File: src/asrc_pkg.sv
package asrc_pkg;

  // ----------------------------------------------------------------
  // geometry
  // ----------------------------------------------------------------
  localparam int ADDR_W = 18;
  localparam int DATA_W = 4;

  // ----------------------------------------------------------------
  // timing (ns as printed, cycles derived from the 8 ns clock)
  // ----------------------------------------------------------------
  localparam int CLK_PERIOD_NS = 8;
  localparam int T_WRITE_PULSE_WIDTH_NS = 12;
  localparam int T_WRITE_TO_FLOAT_DELAY_NS = 7;
  localparam int T_DATA_SETUP_TO_WRITE_END_NS = 8;
  localparam int T_ADDRESS_ACCESS_DELAY_NS = 15;
  localparam int T_OUTPUT_FLOAT_NS = 7;
  // least times round up, never below one cycle
  localparam int WP_CYC = (T_WRITE_PULSE_WIDTH_NS + CLK_PERIOD_NS - 1)
                          / CLK_PERIOD_NS;
  localparam int WP_OE_CYC = (T_WRITE_TO_FLOAT_DELAY_NS
                              + T_DATA_SETUP_TO_WRITE_END_NS
                              + CLK_PERIOD_NS - 1) / CLK_PERIOD_NS;
  localparam int ACC_CYC = (T_ADDRESS_ACCESS_DELAY_NS + CLK_PERIOD_NS - 1)
                           / CLK_PERIOD_NS;
  localparam int FLOAT_CYC = (T_OUTPUT_FLOAT_NS + CLK_PERIOD_NS - 1)
                             / CLK_PERIOD_NS;
  localparam int CNT_W = 4;

  // ----------------------------------------------------------------
  // carriers
  // ----------------------------------------------------------------
  typedef struct packed {
    logic              write;
    logic [ADDR_W-1:0] addr;
    logic [DATA_W-1:0] wdata;
  } asrc_req_t;

  typedef struct packed {
    logic              sel_n;
    logic              oe_n;
    logic              we_n;
    logic [ADDR_W-1:0] addr;
    logic [DATA_W-1:0] dq_out;
    logic              dq_oe_n;
  } asrc_pins_t;

  typedef enum logic [4:0] {
    ST_IDLE   = 5'h01,
    ST_SETUP  = 5'h02,
    ST_WRITE  = 5'h04,
    ST_READ   = 5'h08,
    ST_FLOAT  = 5'h10
  } asrc_state_t;

  typedef struct packed {
    asrc_state_t       state;
    asrc_pins_t        pins;
    logic [CNT_W-1:0]  cnt;
    logic [DATA_W-1:0] rdata;
    logic              rvalid;
    logic              wdone;
  } asrc_regs_t;

  localparam asrc_pins_t PINS_IDLE = '{sel_n: 1'b1, oe_n: 1'b1,
                                       we_n: 1'b1, addr: '0,
                                       dq_out: '0, dq_oe_n: 1'b1};

endpackage : asrc_pkg

File: src/asrc_host.sv
// What this block does
// - address changes only while write strobe or select is high.
// - with output enable low, strobe width covers float plus data setup.
// - with output enable high, ordinary write_pulse_width suffices.
// - host never drives data while memory may still drive it.
// - address valid no later than select falling edge for reads.
// - write strobe stays high throughout every read.
`timescale 1ns/100ps
`default_nettype none

module asrc_host
  import asrc_pkg::*;
#(
  parameter int ACCESS_CYCLES = ACC_CYC
)
(
  // clock and reset
  input  wire logic              clock,
  input  wire logic              rst_n,
  // user request side
  input  wire logic              req_valid,
  output logic                   req_ready,
  input  wire asrc_req_t         req,
  output logic [DATA_W-1:0]      rsp_rdata,
  output logic                   rsp_rvalid,
  output logic                   rsp_wdone,
  // memory pins
  output logic                   mem_sel_n,
  output logic                   mem_oe_n,
  output logic                   mem_we_n,
  output logic [ADDR_W-1:0]      mem_addr,
  input  wire logic [DATA_W-1:0] mem_dq_in,
  output logic [DATA_W-1:0]      mem_dq_out,
  output logic                   mem_dq_oe_n
);

  // the counter holds at most 15; a longer wait would wrap silently
  if (ACCESS_CYCLES < 1 || ACCESS_CYCLES > 15)
  begin : g_bad_access
    $error("ACCESS_CYCLES out of range");
  end

  asrc_regs_t r;
  asrc_regs_t next_r;

  // ----------------------------------------------------------------
  // sequencer
  // ----------------------------------------------------------------

  // accepting only in idle keeps each access a whole, ordered cycle
  assign req_ready = (r.state == ST_IDLE);

  // one combinational copy of the whole state
  always_comb
  begin
    next_r = r;
    next_r.rvalid = 1'b0;
    next_r.wdone = 1'b0;
    unique case (r.state)
      ST_IDLE:
      begin
        next_r.pins = PINS_IDLE;
        if (req_valid)
        begin
          // address settles while deselected and strobe high
          next_r.pins.addr = req.addr;
          next_r.pins.dq_out = req.wdata;
          next_r.state = ST_SETUP;
          next_r.pins.we_n = 1'b1;
          // oe stays high; the write flag rides in the counter
          next_r.pins.oe_n = 1'b1;
          next_r.cnt = req.write ? CNT_W'(1) : CNT_W'(0);
        end
      end
      ST_SETUP:
      begin
        next_r.pins.sel_n = 1'b0;
        if (r.cnt == CNT_W'(1))
        begin
          // strobe falls with select; memory outputs never turn on
          next_r.pins.we_n = 1'b0;
          // oe held high, so we can drive at once and use plain width;
          // an oe-low write would need the float-plus-setup length
          next_r.pins.dq_oe_n = 1'b0;
          next_r.cnt = r.pins.oe_n ? CNT_W'(WP_CYC)
                                   : CNT_W'(WP_OE_CYC);
          next_r.state = ST_WRITE;
        end
        else
        begin
          next_r.pins.oe_n = 1'b0;
          next_r.pins.we_n = 1'b1;
          next_r.cnt = CNT_W'(ACCESS_CYCLES);
          next_r.state = ST_READ;
        end
      end
      ST_WRITE:
      begin
        // whole word stored during the overlap of select and strobe
        if (r.cnt == CNT_W'(1))
        begin
          next_r.pins.we_n = 1'b1;
          next_r.pins.sel_n = 1'b1;
          next_r.wdone = 1'b1;
          next_r.state = ST_IDLE;
        end
        else
        begin
          next_r.cnt = r.cnt - CNT_W'(1);
        end
      end
      ST_READ:
      begin
        if (r.cnt == CNT_W'(1))
        begin
          next_r.rdata = mem_dq_in;
          next_r.rvalid = 1'b1;
          next_r.pins.oe_n = 1'b1;
          next_r.pins.sel_n = 1'b1;
          next_r.cnt = CNT_W'(FLOAT_CYC);
          next_r.state = ST_FLOAT;
        end
        else
        begin
          next_r.cnt = r.cnt - CNT_W'(1);
        end
      end
      ST_FLOAT:
      begin
        // memory needs time to release the bus before next write
        if (r.cnt == CNT_W'(1))
          next_r.state = ST_IDLE;
        else
          next_r.cnt = r.cnt - CNT_W'(1);
      end
    endcase
  end

  // state register; clockless memory needs no refresh traffic
  always_ff @(posedge clock)
  begin
    if (!rst_n)
    begin
      r.state <= ST_IDLE;
      r.pins <= PINS_IDLE;
      r.cnt <= '0;
      r.rdata <= '0;
      r.rvalid <= 1'b0;
      r.wdone <= 1'b0;
    end
    else
      r <= next_r;
  end

  // ----------------------------------------------------------------
  // outputs
  // ----------------------------------------------------------------
  assign mem_sel_n = r.pins.sel_n;
  assign mem_oe_n = r.pins.oe_n;
  assign mem_we_n = r.pins.we_n;
  assign mem_addr = r.pins.addr;
  assign mem_dq_out = r.pins.dq_out;
  assign mem_dq_oe_n = r.pins.dq_oe_n;
  assign rsp_rdata = r.rdata;
  assign rsp_rvalid = r.rvalid;
  assign rsp_wdone = r.wdone;

  // ----------------------------------------------------------------
  // checks
  // ----------------------------------------------------------------
  a_addr_stable_sel: assert property (@(posedge clock) disable iff (!rst_n)
    $changed(mem_addr) |-> (mem_we_n || mem_sel_n))
    else $error("address moved during active write");

  a_idle_deselect: assert property (@(posedge clock) disable iff (!rst_n)
    (r.state == ST_IDLE) |-> (mem_sel_n && (mem_dq_oe_n || rsp_wdone)))
    else $error("idle but selected or driving");

  a_read_we_high: assert property (@(posedge clock) disable iff (!rst_n)
    !mem_oe_n |-> mem_we_n)
    else $error("strobe low during read");

  a_no_contention: assert property (@(posedge clock) disable iff (!rst_n)
    !mem_dq_oe_n |-> mem_oe_n)
    else $error("host drives while memory may drive");

  a_write_width: assert property (@(posedge clock) disable iff (!rst_n)
    $fell(mem_we_n) |-> !mem_we_n [*2])
    else $error("write pulse too short");

  a_we_with_sel: assert property (@(posedge clock) disable iff (!rst_n)
    $fell(mem_we_n) |-> $fell(mem_sel_n) || !$past(mem_sel_n))
    else $error("strobe fell before select");

  a_read_wait: assert property (@(posedge clock) disable iff (!rst_n)
    $fell(mem_oe_n) |-> !mem_oe_n [*2] ##1 rsp_rvalid)
    else $error("read data taken before access delay");

  a_write_done: assert property (@(posedge clock) disable iff (!rst_n)
    $rose(mem_we_n) |-> rsp_wdone)
    else $error("write end not reported");

  a_data_release: assert property (@(posedge clock) disable iff (!rst_n)
    rsp_wdone |=> mem_dq_oe_n)
    else $error("write data held past the hold cycle");

  a_sel_addr_settled: assert property (@(posedge clock) disable iff (!rst_n)
    $fell(mem_sel_n) |-> $stable(mem_addr))
    else $error("address moved as select fell");

  a_write_data_on: assert property (@(posedge clock) disable iff (!rst_n)
    !mem_we_n |-> !mem_dq_oe_n)
    else $error("strobe low without write data driven");

endmodule : asrc_host

`default_nettype wire

File: config.mk
export PLATFORM = sky130hd
export DESIGN_NAME = asrc_host
export DESIGN_NICKNAME = d
export VERILOG_FILES = /design/src/asrc_pkg.sv /design/src/asrc_host.sv
export SDC_FILE = /design/constraint.sdc
export NUM_CORES = 1
export LEC_CHECK = 0
export BUFFER_PORTS_ARGS = -buffer_cell sky130_fd_sc_hd__buf_2
export CAP_MARGIN = 20
export CORE_ASPECT_RATIO = 1.4
export CORE_MARGIN = 2
export CORE_UTILIZATION = 54
export CTS_BUF_LIST = sky130_fd_sc_hd__clkbuf_2
export CTS_CLUSTER_SIZE = 30
export DETAILED_ROUTE_END_ITERATION = 10
export GPL_TIMING_DRIVEN = 0
export MAX_ROUTING_LAYER = met4
export PLACE_DENSITY = 0.95
export SYNTH_ARGS = -nofsm -noshare
export SYNTH_HDL_FRONTEND = slang
export SYNTH_SLANG_ARGS = --single-unit
File: constraint.sdc
create_clock -name clock -period 5.17 [get_ports clock]
set_input_delay 1.034 -clock clock [delete_from_list [all_inputs] [get_ports clock]]
set_output_delay 1.034 -clock clock [all_outputs]
set_load 0.02 [all_outputs]
==> summary.txt, run 1 <==
Setup path
  • CP Buf/Inv Count: 5
  • FF-to-FF setup slack: roughly 3 ns
  • Crit path max-delay cell type: or3_4
  • CP Max Fanout: 10
  • Crit path max-delay family: buffers and inverters
  • WP data required: 4.14 ns
  • Setup Crit Path Kind: reg2out
  • Setup crit start kind: flop
  • Worst r2r src: r[7]$_SDFFE_PN0P_
  • RR Endpoint: rsp_rdata[0]$_SDFFE_PN0P_
  • Worst reg-to-reg path cell count: 7
  • CP peak stage delay: 0.39 ns
  • Crit end category: primary output
  • Crit path arrival time: around 2.1 ns
  • Critical-path cell list: clkbuf_1 > or3_4 > or2_1 > buf_6 > clkinv_4 > buf_8 > buf_2

Synthesis
  • Yosys reg bits: 41
  • Mapped Area: 1990 sq um
  • Synth top area share: roughly two fifths
  • Top post-synthesis cells by area: dfxtp_1, buf_4, a21oi_1, nand3_1, nand2_1
  • Asr flop ratio synth: 0%
  • Warnings, synthesis: 0
  • Yosys top cell by area: dfxtp_1
  • Commonest register cell after synthesis: dfxtp_1
  • Post-Syn Instances: around 230
  • Syn Area/Cell: 8.56 sq um
  • Count leader, synth: dfxtp_1
  • EDFF count, synth: 0
  • Unique masters post-synth: 47
  • Top post-synthesis cells by count: dfxtp_1, a21oi_1, buf_4
  • Register area share after synthesis: a little over 40%
  • Syn_nets: around 260

Power and ir drop
  • Cell Pwr Density: about 280 nW/um^2
  • Internal power: around 0.00048 W
  • Worst IR Drop VDD: 0.215 mV
  • Part of the power in registers: 50.5%
  • Clk pwr share: 27.3%
  • Switching share of total power: around 29%
  • Leak: approximately 1.1 nW
  • Switching pwr: between 0.00015 and 0.0002 W
  • Combinational share of power: around 22%

Clock tree
  • CTS H-Tree Depth: 2
  • Cts hold-fix bufs: 0
  • Num Clock Sinks: 41
  • Clock slew seen by the registers of the worst setup and hold paths: about 0.19 ns
  • Post-CTS Setup Inserts: 0
  • Max Root-Sink Buffers: 2
  • Resized Gates After CTS: 0
  • CTS tree: yes
  • CTS Root Cell: clkbuf_2
  • CTS Buf Count: 5
  • Clk_lat worst skew: between 0.3 and 0.4 ns

Drt
  • TritonRoute pass-1 iters: 6
  • Initial drt markers: 49
  • Post-route DRC: 0
  • Total Wirelength: 4.32 mm
  • Vias/cell: 5.23
  • WL/cell: roughly 13 um
  • Via Count: about 1.8k
  • Routed Antenna Nets: 0

Worst hold path
  • Worst hold path type: reg2reg
  • Hold depth: 2
  • Worst Hold Path EP: mem_addr[9]$_SDFFE_PN0P_
  • Hold Path Origin: mem_addr[9]$_SDFFE_PN0P_

Layout
  • N_diodes: 0
  • Nets: 333
  • Sequential cell area: slightly above 800 sq um
  • Area delta synth->final: 21.5%
  • Post-Layout Cell Count: 344
  • Footprint of the multi-input gates: ~840 sq um
  • Filler instances: 308
  • Layout cells sized above 1: 35.4%

Floorplanning
  • Die X: ~55 um
  • Core area: 3580 sq um
  • I/O pins: between 60 and 70
  • Die height: ~76 um
  • Starting utilization of the core area: 55.5%
  • Die Area: 4190 sq um
  • Core Rows: 26

Status
  • Outcome: complete, no violations

STA
  • Worst rel slew slack: between 60 and 70%
  • Hold Fails Final Rpt: 0
  • Worst-margin pin slew: between 0.4 and 0.5 ns
  • Clock skew: approximately 0.0054 ns
  • Final min period: between 3 and 4 ns
  • Final period util: 60.3%
  • RSZ-0062 raised after global routing: no
  • Setup violators final: 0
  • Slew Limit Fails: 0
  • Fmax: around 0.32 GHz
  • TNS Setup: 0 ns

Global routing
  • Global-route wire length before repair: between 6 and 7 mm
  • Vias in the first global route: 1,583
  • Total gr overflow: 0
  • Largest net degree at the start of global routing: 13
  • Initial antenna violation count: 0
  • All-Layer GR Usage: roughly a fifth

Job
  • Max_cap viols: 0

Place
  • Dpl cells: 336
  • GPL Wtd Cong: slightly above 0.9
  • Post-DP HPWL: roughly 3.3 mm
  • Port Buffers: 62
[state kept, by name, indices dropped and copies added (netlist names)]
| name | flops |
|---|---|
| mem_dq_oe_n | 1 |
| r | 9 |
| mem_dq_out | 4 |
| rsp_rvalid | 1 |
| mem_we_n | 1 |
| mem_addr | 18 |
| mem_oe_n | 1 |
| mem_sel_n | 1 |
| rsp_wdone | 1 |
| rsp_rdata | 4 |
[layout make-up]
type,count,area share (%)
buffer,41,12.5
clock inverter,2,1.40
sequential,41,34.0
multi-input combinational,144,34.6
timing repair buffer,62,12.9
clock buffer,6,1.24
inverter,6,1.14
tap,42,2.18
[cell usage in the layout, fill, tap and decap left out, types with 4 or more instances in the layout]
master,Yosys,final
a21oi_1,29,29
buf_2,1,63
buf_4,27,27
clkbuf_1,8,8
clkbuf_2,0,6
dfxtp_1,41,41
inv_1,4,4
mux2i_1,4,4
nand2_1,25,25
nand3_1,25,25
nor2_1,12,12
[metal layers]
metal	global-route usage (%)	part of all wire, %	vias to the layer above
li1	-	-	914
met1	21.5	39	813
met2	38.6	54	66
met3	5.09	5.3	6
met4	8.13	0.86	0
met5	-	0	-
[power by group through the flow]
stage	Sequential, W	Clock, W	Combinational, W
after floorplan	0.000347	0	0.000105
after global placement	0.000346	0	0.000145
after detailed placement	0.000347	0	0.000148
after CTS	0.000340	0.000186	0.000149
after global routing	0.000342	0.000199	0.000163
final	0.000340	0.000184	0.000149
[logic make-up after synthesis]
family                   count (synthesis)  share of synthesized area, %
AO/OA/AOI/OAI                           52                          16.3
buffers and inverters                   47                          16.6
multiplexers                             4                          2.02
adder cells (fa/ha/maj)                  2                          1.26
AND/OR/NAND/NOR                         83                          21.2
flip-flops                              41                          41.3
XOR/XNOR                                 3                          1.32
[worst max-delay path by stage]
stage	cells past startpoint	slack, ns	end	from
floorplan	6	2.77	req_ready	r[37]$_SDFFE_PN0P_
CTS	7	2.04	req_ready	r[39]$_SDFFE_PN0P_
detailed placement	7	2.52	req_ready	r[39]$_SDFFE_PN0P_
finish	7	2.05	req_ready	r[39]$_SDFFE_PN0P_
global route	7	1.90	req_ready	r[39]$_SDFFE_PN0P_
global placement	7	2.51	req_ready	r[39]$_SDFFE_PN0P_
[metrics by stage]
step / utilization [%] / setup slack (ns) / hold WS [ns] / area, sq um / total power (W)
global route: 67.4 / 1.90 / 0.489 / 2410 / 0.000704
global placement: 65.6 / 2.51 / 0.439 / 2350 / 0.000491
CTS: 67.4 / 2.04 / 0.467 / 2410 / 0.000675
finish: 67.4 / 2.05 / 0.465 / 2410 / 0.000674
detailed placement: 65.6 / 2.52 / 0.445 / 2350 / 0.000494
floorplan: - / 2.77 / 0.432 / 1990 / 0.000452
[tightest hold or removal path, stage by stage (launching register included)]
cell and delay [ns]:
dfxtp_1 0.35, nand2_1 0.05, a21oi_1 0.05
No activity file was read; power rests on OpenSTA's default activity.
==> run 2, diff against run 1 <==
CORE_UTILIZATION = 52   (was 54)
PLACE_DENSITY = 0.93   (was 0.95)
clock period = 3.3 ns   (was 5.17 ns; I/O delays follow)
==> summary.txt, run 2 (synthesis results as in run 1) <==
Power and ir drop
  • Cell Pwr Density: 435 nW/um^2 (+56%)
  • Switching share of total power: 28.6% (-0.28 points)
  • Worst IR Drop VDD: 0.353 mV (+64%)
  • Internal power: 0.000750 W (+57%)
  • Clk pwr share: 27.2% (about the same)
  • Leak: 1.15 nW (unchanged)
  • Switching pwr: 0.000300 W (+54%)
  • Part of the power in registers: 50.8% (+0.3 points)
  • Combinational share of power: 22.0% (-0.2 points)
  • Overall power: 0.00105 W (+56%)

Setup path
  • Worst reg-to-reg path cell count: 6 (-1)
  • WP data required: 2.64 ns (-1.50 ns)
  • Crit path arrival time: 2.10 ns (+0.02 ns)
  • Setup crit start kind: flop
  • Setup Crit Path Kind: reg2out
  • Crit end category: primary output
  • CP Max Fanout: 10 (unchanged)

Drt
  • TritonRoute pass-1 iters: 5 (-1)
  • Total Wirelength: 4.39 mm (+1.5%)
  • Initial drt markers: 49 (unchanged)
  • WL/cell: 12.7 um (+1.5%)
  • Via Count: 1,807 (+0.44%)
  • Vias/cell: 5.25 (+0.44%)
  • Routed Antenna Nets: 0 (unchanged)
  • Post-route DRC: 0 (unchanged)

Layout
  • Sequential cell area: 821 sq um (unchanged)
  • Most common cell after layout, fill and taps aside: buf_2
  • Layout cells sized above 1: 35.4% (unchanged)
  • Area delta synth->final: 21.5% (unchanged)
  • Most frequent cells in the layout: buf_2, dfxtp_1, a21oi_1, buf_4
  • Max reg flops: 18 (unchanged)
  • Filler instances: 323 (+4.9%)
  • Final core utilization: 66.2% (-1.2 points)
  • Nets: 333 (unchanged)
  • N_diodes: 0 (unchanged)
  • Post-Layout Cell Count: 344 (unchanged)
  • Footprint of the multi-input gates: 836 sq um (unchanged)

Worst hold path
  • Hold depth: 2 (unchanged)
  • Worst hold path type: reg2reg

Floorplanning
  • Die height: 77.1 um (+1.8%)
  • Starting utilization of the core area: 54.5% (-0.99 points)
  • Core Rows: 26 (unchanged)
  • Die X: 56.2 um (+1.8%)
  • Die Area: 4340 sq um (+3.6%)
  • Core area: 3640 sq um (+1.8%)
  • I/O pins: 63 (unchanged)

STA
  • Fmax: approximately 0.36 GHz
  • Worst-margin pin slew: 0.474 ns (-0.00233 ns)
  • Final period util: between 80% and 90%
  • TNS Setup: 0 ns (unchanged)
  • Final worst setup slack: 0.543 ns (-1.51 ns)
  • Setup violators final: 0 (unchanged)
  • Clock skew: 0.0117 ns (+0.00629 ns)
  • Hold Fails Final Rpt: 0 (unchanged)
  • Slew Limit Fails: 0 (unchanged)
  • RSZ-0062 raised after global routing: no
  • Final min period: between 2 and 3 ns
  • Worst rel slew slack: 68.4% (+0.40 points)

Global routing
  • Total gr overflow: 0 (unchanged)
  • Global-route wire length before repair: 7.56 mm (+13%)
  • Vias in the first global route: 1,754 (+11%)
  • Largest net degree at the start of global routing: 13 (unchanged)
  • Initial antenna violation count: 0 (unchanged)
  • All-Layer GR Usage: 22.2% (+1.3 points)

Place
  • Dpl cells: 336 (unchanged)
  • GPL Wtd Cong: 0.864 (-5.1%)
  • Port Buffers: 62 (unchanged)
  • Place WS: 1.00 ns (-1.52 ns)
  • Post-DP HPWL: 3.40 mm (+4.3%)

Clock tree
  • Clk_lat worst skew: 0.39 ns (about the same)
  • CTS Root Cell: clkbuf_2
  • Cts hold-fix bufs: 0 (unchanged)
  • Num Clock Sinks: 41 (unchanged)
  • CTS H-Tree Depth: 2 (unchanged)
  • Resized Gates After CTS: 0 (unchanged)
  • Max Root-Sink Buffers: 2 (unchanged)
  • CTS tree: yes
  • Clock slew seen by the registers of the worst setup and hold paths: 0.18 ns (about the same)
  • CTS Buf Count: 5 (unchanged)
  • Post-CTS Setup Inserts: 0 (unchanged)

Job
  • Max_cap viols: 0 (unchanged)

Status
  • Outcome: complete, no violations
## run 2: path summary, 6_finish.rpt
check	end	slack [ns]	start
setup reg to reg	rsp_rdata[1]$_SDFFE_PN0P_	1.17	r[6]$_SDFFE_PN0P_
hold reg to reg	mem_addr[14]$_SDFFE_PN0P_	0.46	mem_addr[14]$_SDFFE_PN0P_
hold / removal	mem_addr[14]$_SDFFE_PN0P_	0.46	mem_addr[14]$_SDFFE_PN0P_
setup / recovery	req_ready	0.54	r[39]$_SDFFE_PN0P_
## run 2: power by group through the flow
stage                     clock network [W]  registers [W]  logic, W
after floorplan                           0       0.000543  0.000165
after global placement                    0       0.000543  0.000226
after detailed placement                  0       0.000544  0.000231
after CTS                          0.000291       0.000534  0.000231
after global routing               0.000309       0.000537  0.000255
final                              0.000286       0.000533  0.000231
## run 2: layer usage
metal  GRT usage (%)  vias to the layer above  share of wire, %
met2            39.1                       53                54
met4            8.33                        0               2.0
met1            24.1                      832                38
li1                -                      913                 -
met5               -                        -                 0
met3            4.89                        9               6.0
## run 2: layout make-up
type / count / area share [%]
clock inverters: 2 / 1.40
inverters: 6 / 1.14
well taps: 42 / 2.18
clock buffers: 6 / 1.24
repair buffers: 62 / 12.9
flip-flops and latches: 41 / 34.0
multi-input cells: 144 / 34.6
plain buffers: 41 / 12.5
## run 2: metrics by stage
stage / instance area (sq um) / hold slack (ns)
finish: 2410 / 0.464
global placement: 2350 / 0.439
CTS: 2410 / 0.468
detailed placement: 2350 / 0.447
global route: 2410 / 0.486
floorplan: 1990 / 0.432
## run 2: critical path, cell delays in order (launching register included)
cell and delay [ns]:
dfxtp_1 0.34, clkbuf_1 0.21, or3_4 0.40, or2_1 0.25, buf_6 0.14, clkinv_4 0.08
buf_8 0.13, buf_2 0.16
==> run 3, diff against run 2 <==
clock period = 2.7 ns   (was 3.3 ns; I/O delays follow)
==> summary.txt, run 3 (synthesis results as in run 1) <==
Clock tree
  • CTS tree: yes
  • Cts hold-fix bufs: 0 (unchanged)
  • Max Root-Sink Buffers: 2 (unchanged)
  • CTS H-Tree Depth: 2 (unchanged)
  • Num Clock Sinks: 41 (unchanged)
  • Clk_lat worst skew: 0.40 ns (about the same)
  • CTS Root Cell: clkbuf_2
  • CTS Buf Count: 5 (unchanged)
  • Clock slew seen by the registers of the worst setup and hold paths: 0.20 ns (+0.02 ns)
  • Post-CTS Setup Inserts: 0 (unchanged)
  • Resized Gates After CTS: 0 (unchanged)

Setup path
  • CP endpoint: req_ready
  • FF-to-FF setup slack: 0.56 ns (-0.61 ns)
  • Critical-path cell list: buf_6 > or3_4 > or2_1 > buf_6 > clkinv_4 > buf_8 > buf_2
  • Worst r2r src: r[7]$_SDFFE_PN0P_
  • CP startpoint: r[37]$_SDFFE_PN0P_
  • Crit end category: primary output
  • RR Endpoint: rsp_rdata[1]$_SDFFE_PN0P_
  • Setup Crit Path Kind: reg2out
  • Worst reg-to-reg path cell count: 7 (+1)
  • WP data required: 2.16 ns (-0.48 ns)
  • CP peak stage delay: 0.41 ns (about the same)
  • Setup crit start kind: flop
  • CP most frequent cell: buf_6
  • CP Max Fanout: 10 (unchanged)
  • Crit path max-delay cell type: or3_4
  • Crit path arrival time: 2.06 ns (-0.04 ns)

Global routing
  • Vias in the first global route: 1,754 (unchanged)
  • Global-route wire length before repair: 7.56 mm (unchanged)
  • Largest net degree at the start of global routing: 13 (unchanged)
  • Initial antenna violation count: 0 (unchanged)
  • All-Layer GR Usage: 22.2% (unchanged)
  • Total gr overflow: 0 (unchanged)

Floorplanning
  • Die Area: 4340 sq um (unchanged)
  • Starting utilization of the core area: 54.5% (unchanged)
  • Core Rows: 26 (unchanged)
  • I/O pins: 63 (unchanged)
  • Die X: 56.2 um (unchanged)
  • Core area: 3640 sq um (unchanged)
  • Die height: 77.1 um (unchanged)

Layout
  • Max reg flops: 18 (unchanged)
  • Area delta synth->final: 21.3%
  • Layout cells sized above 1: 35.5% (+0.12 points)
  • Most frequent cells in the layout: buf_2, dfxtp_1, a21oi_1, buf_4
  • N_diodes: 0 (unchanged)
  • Final Cell Area: 2410 sq um (-0.16%)
  • Nets: 332 (-0.30%)
  • Final core utilization: 66.1% (-0.10 points)
  • Most common cell after layout, fill and taps aside: buf_2

Drt
  • Initial drt markers: 45 (-8.2%)
  • Total Wirelength: 4.39 mm (about the same)
  • Post-route DRC: 0 (unchanged)
  • Via Count: 1,803 (-0.22%)
  • Routed Antenna Nets: 0 (unchanged)
  • Vias/cell: 5.26 (about the same)
  • WL/cell: 12.8 um (+0.34%)
  • TritonRoute pass-1 iters: 4 (-1)

Power and ir drop
  • Cell Pwr Density: 534 nW/um^2 (+23%)
  • Worst IR Drop VDD: 0.431 mV (+22%)
  • Leak: 1.15 nW (-0.10%)

STA
  • TNS Setup: 0 ns (unchanged)
  • Setup violators final: 0 (unchanged)
  • Hold Fails Final Rpt: 0 (unchanged)
  • Final period util: 96.2%
  • Final min period: roughly 2.6 ns
  • Slew Limit Fails: 0 (unchanged)
  • Clock skew: 0.0110 ns (-0.000686 ns)
  • Worst rel slew slack: 67.8% (-0.59 points)
  • Worst-margin pin slew: 0.482 ns (+0.00881 ns)
  • Hold_ws: 0.375 ns (-0.0890 ns)
  • Final worst setup slack: 0.103 ns (-0.441 ns)
  • Fmax: between 0.3 and 0.4 GHz
  • RSZ-0062 raised after global routing: no

Worst hold path
  • Hold depth: 3 (+1)
  • Worst hold path type: in2reg

Place
  • Port Buffers: 62 (unchanged)
  • Placed cell areas: 2350 sq um (unchanged)
  • GPL Wtd Cong: 0.864 (unchanged)
  • Post-DP HPWL: 3.40 mm (unchanged)
  • Place WS: 0.521 ns (-0.480 ns)

Job
  • Max_cap viols: 0 (unchanged)

Status
  • Outcome: complete, no violations
-- run 3: cell types whose count changed in the layout (fill, tap and decap cells not counted) --
cell / delta
clkbuf_1: -1
-- run 3: critical path, delay by kind of cell (launching register included) --
kind                   cells  cell delay (ns)
DFF                        1             0.36
buffers and inverters      5             0.64
and+or+nand+nor            2             0.66
-- run 3: report_power, final --
group          total (W)  switching (W)  internal [W]
clock network   0.000352       0.000194      0.000158
registers       0.000654      0.0000197      0.000634
logic           0.000281       0.000157      0.000124
total            0.00129       0.000370      0.000917
-- run 3: cell type report --
cell class / count / area (sq um)
sequential: 41 / 821
inverter: 6 / 27.5
multi-input combinational: 144 / 836
clock buffer: 6 / 30.0
tap: 42 / 52.6
fill: 324 / 1230
buffer: 40 / 298
clock inverter: 2 / 33.8
timing repair buffer: 62 / 310
-- run 3: how the worst min path moves through the flow --
stage | from | end
final | mem_dq_in[3] | rsp_rdata[3]$_SDFFE_PN0P_
after CTS | mem_dq_in[2] | rsp_rdata[2]$_SDFFE_PN0P_
after global routing | req[21] | mem_addr[17]$_SDFFE_PN0P_
after detailed placement | mem_addr[10]$_SDFFE_PN0P_ | mem_addr[10]$_SDFFE_PN0P_
after global placement | mem_addr[11]$_SDFFE_PN0P_ | mem_addr[11]$_SDFFE_PN0P_
after floorplan | mem_addr[0]$_SDFFE_PN0P_ | mem_addr[0]$_SDFFE_PN0P_
-- run 3: through the flow --
step | total power (W) | instances
3_5_place_dp | 0.000947 | 336
4_1_cts | 0.00129 | 344
2_1_floorplan | 0.000865 | 232
5_1_grt | 0.00135 | 343
6_report | 0.00129 | 343
3_3_place_gp | 0.000940 | 336
-- run 3: layer usage --
layer | share of wire (%) | GRT usage, % | vias up
met1 | 40 | 24.1 | 835
met4 | 1.6 | 8.33 | 0
li1 | - | - | 909
met3 | 4.7 | 4.89 | 8
met5 | 0 | - | -
met2 | 54 | 39.1 | 51
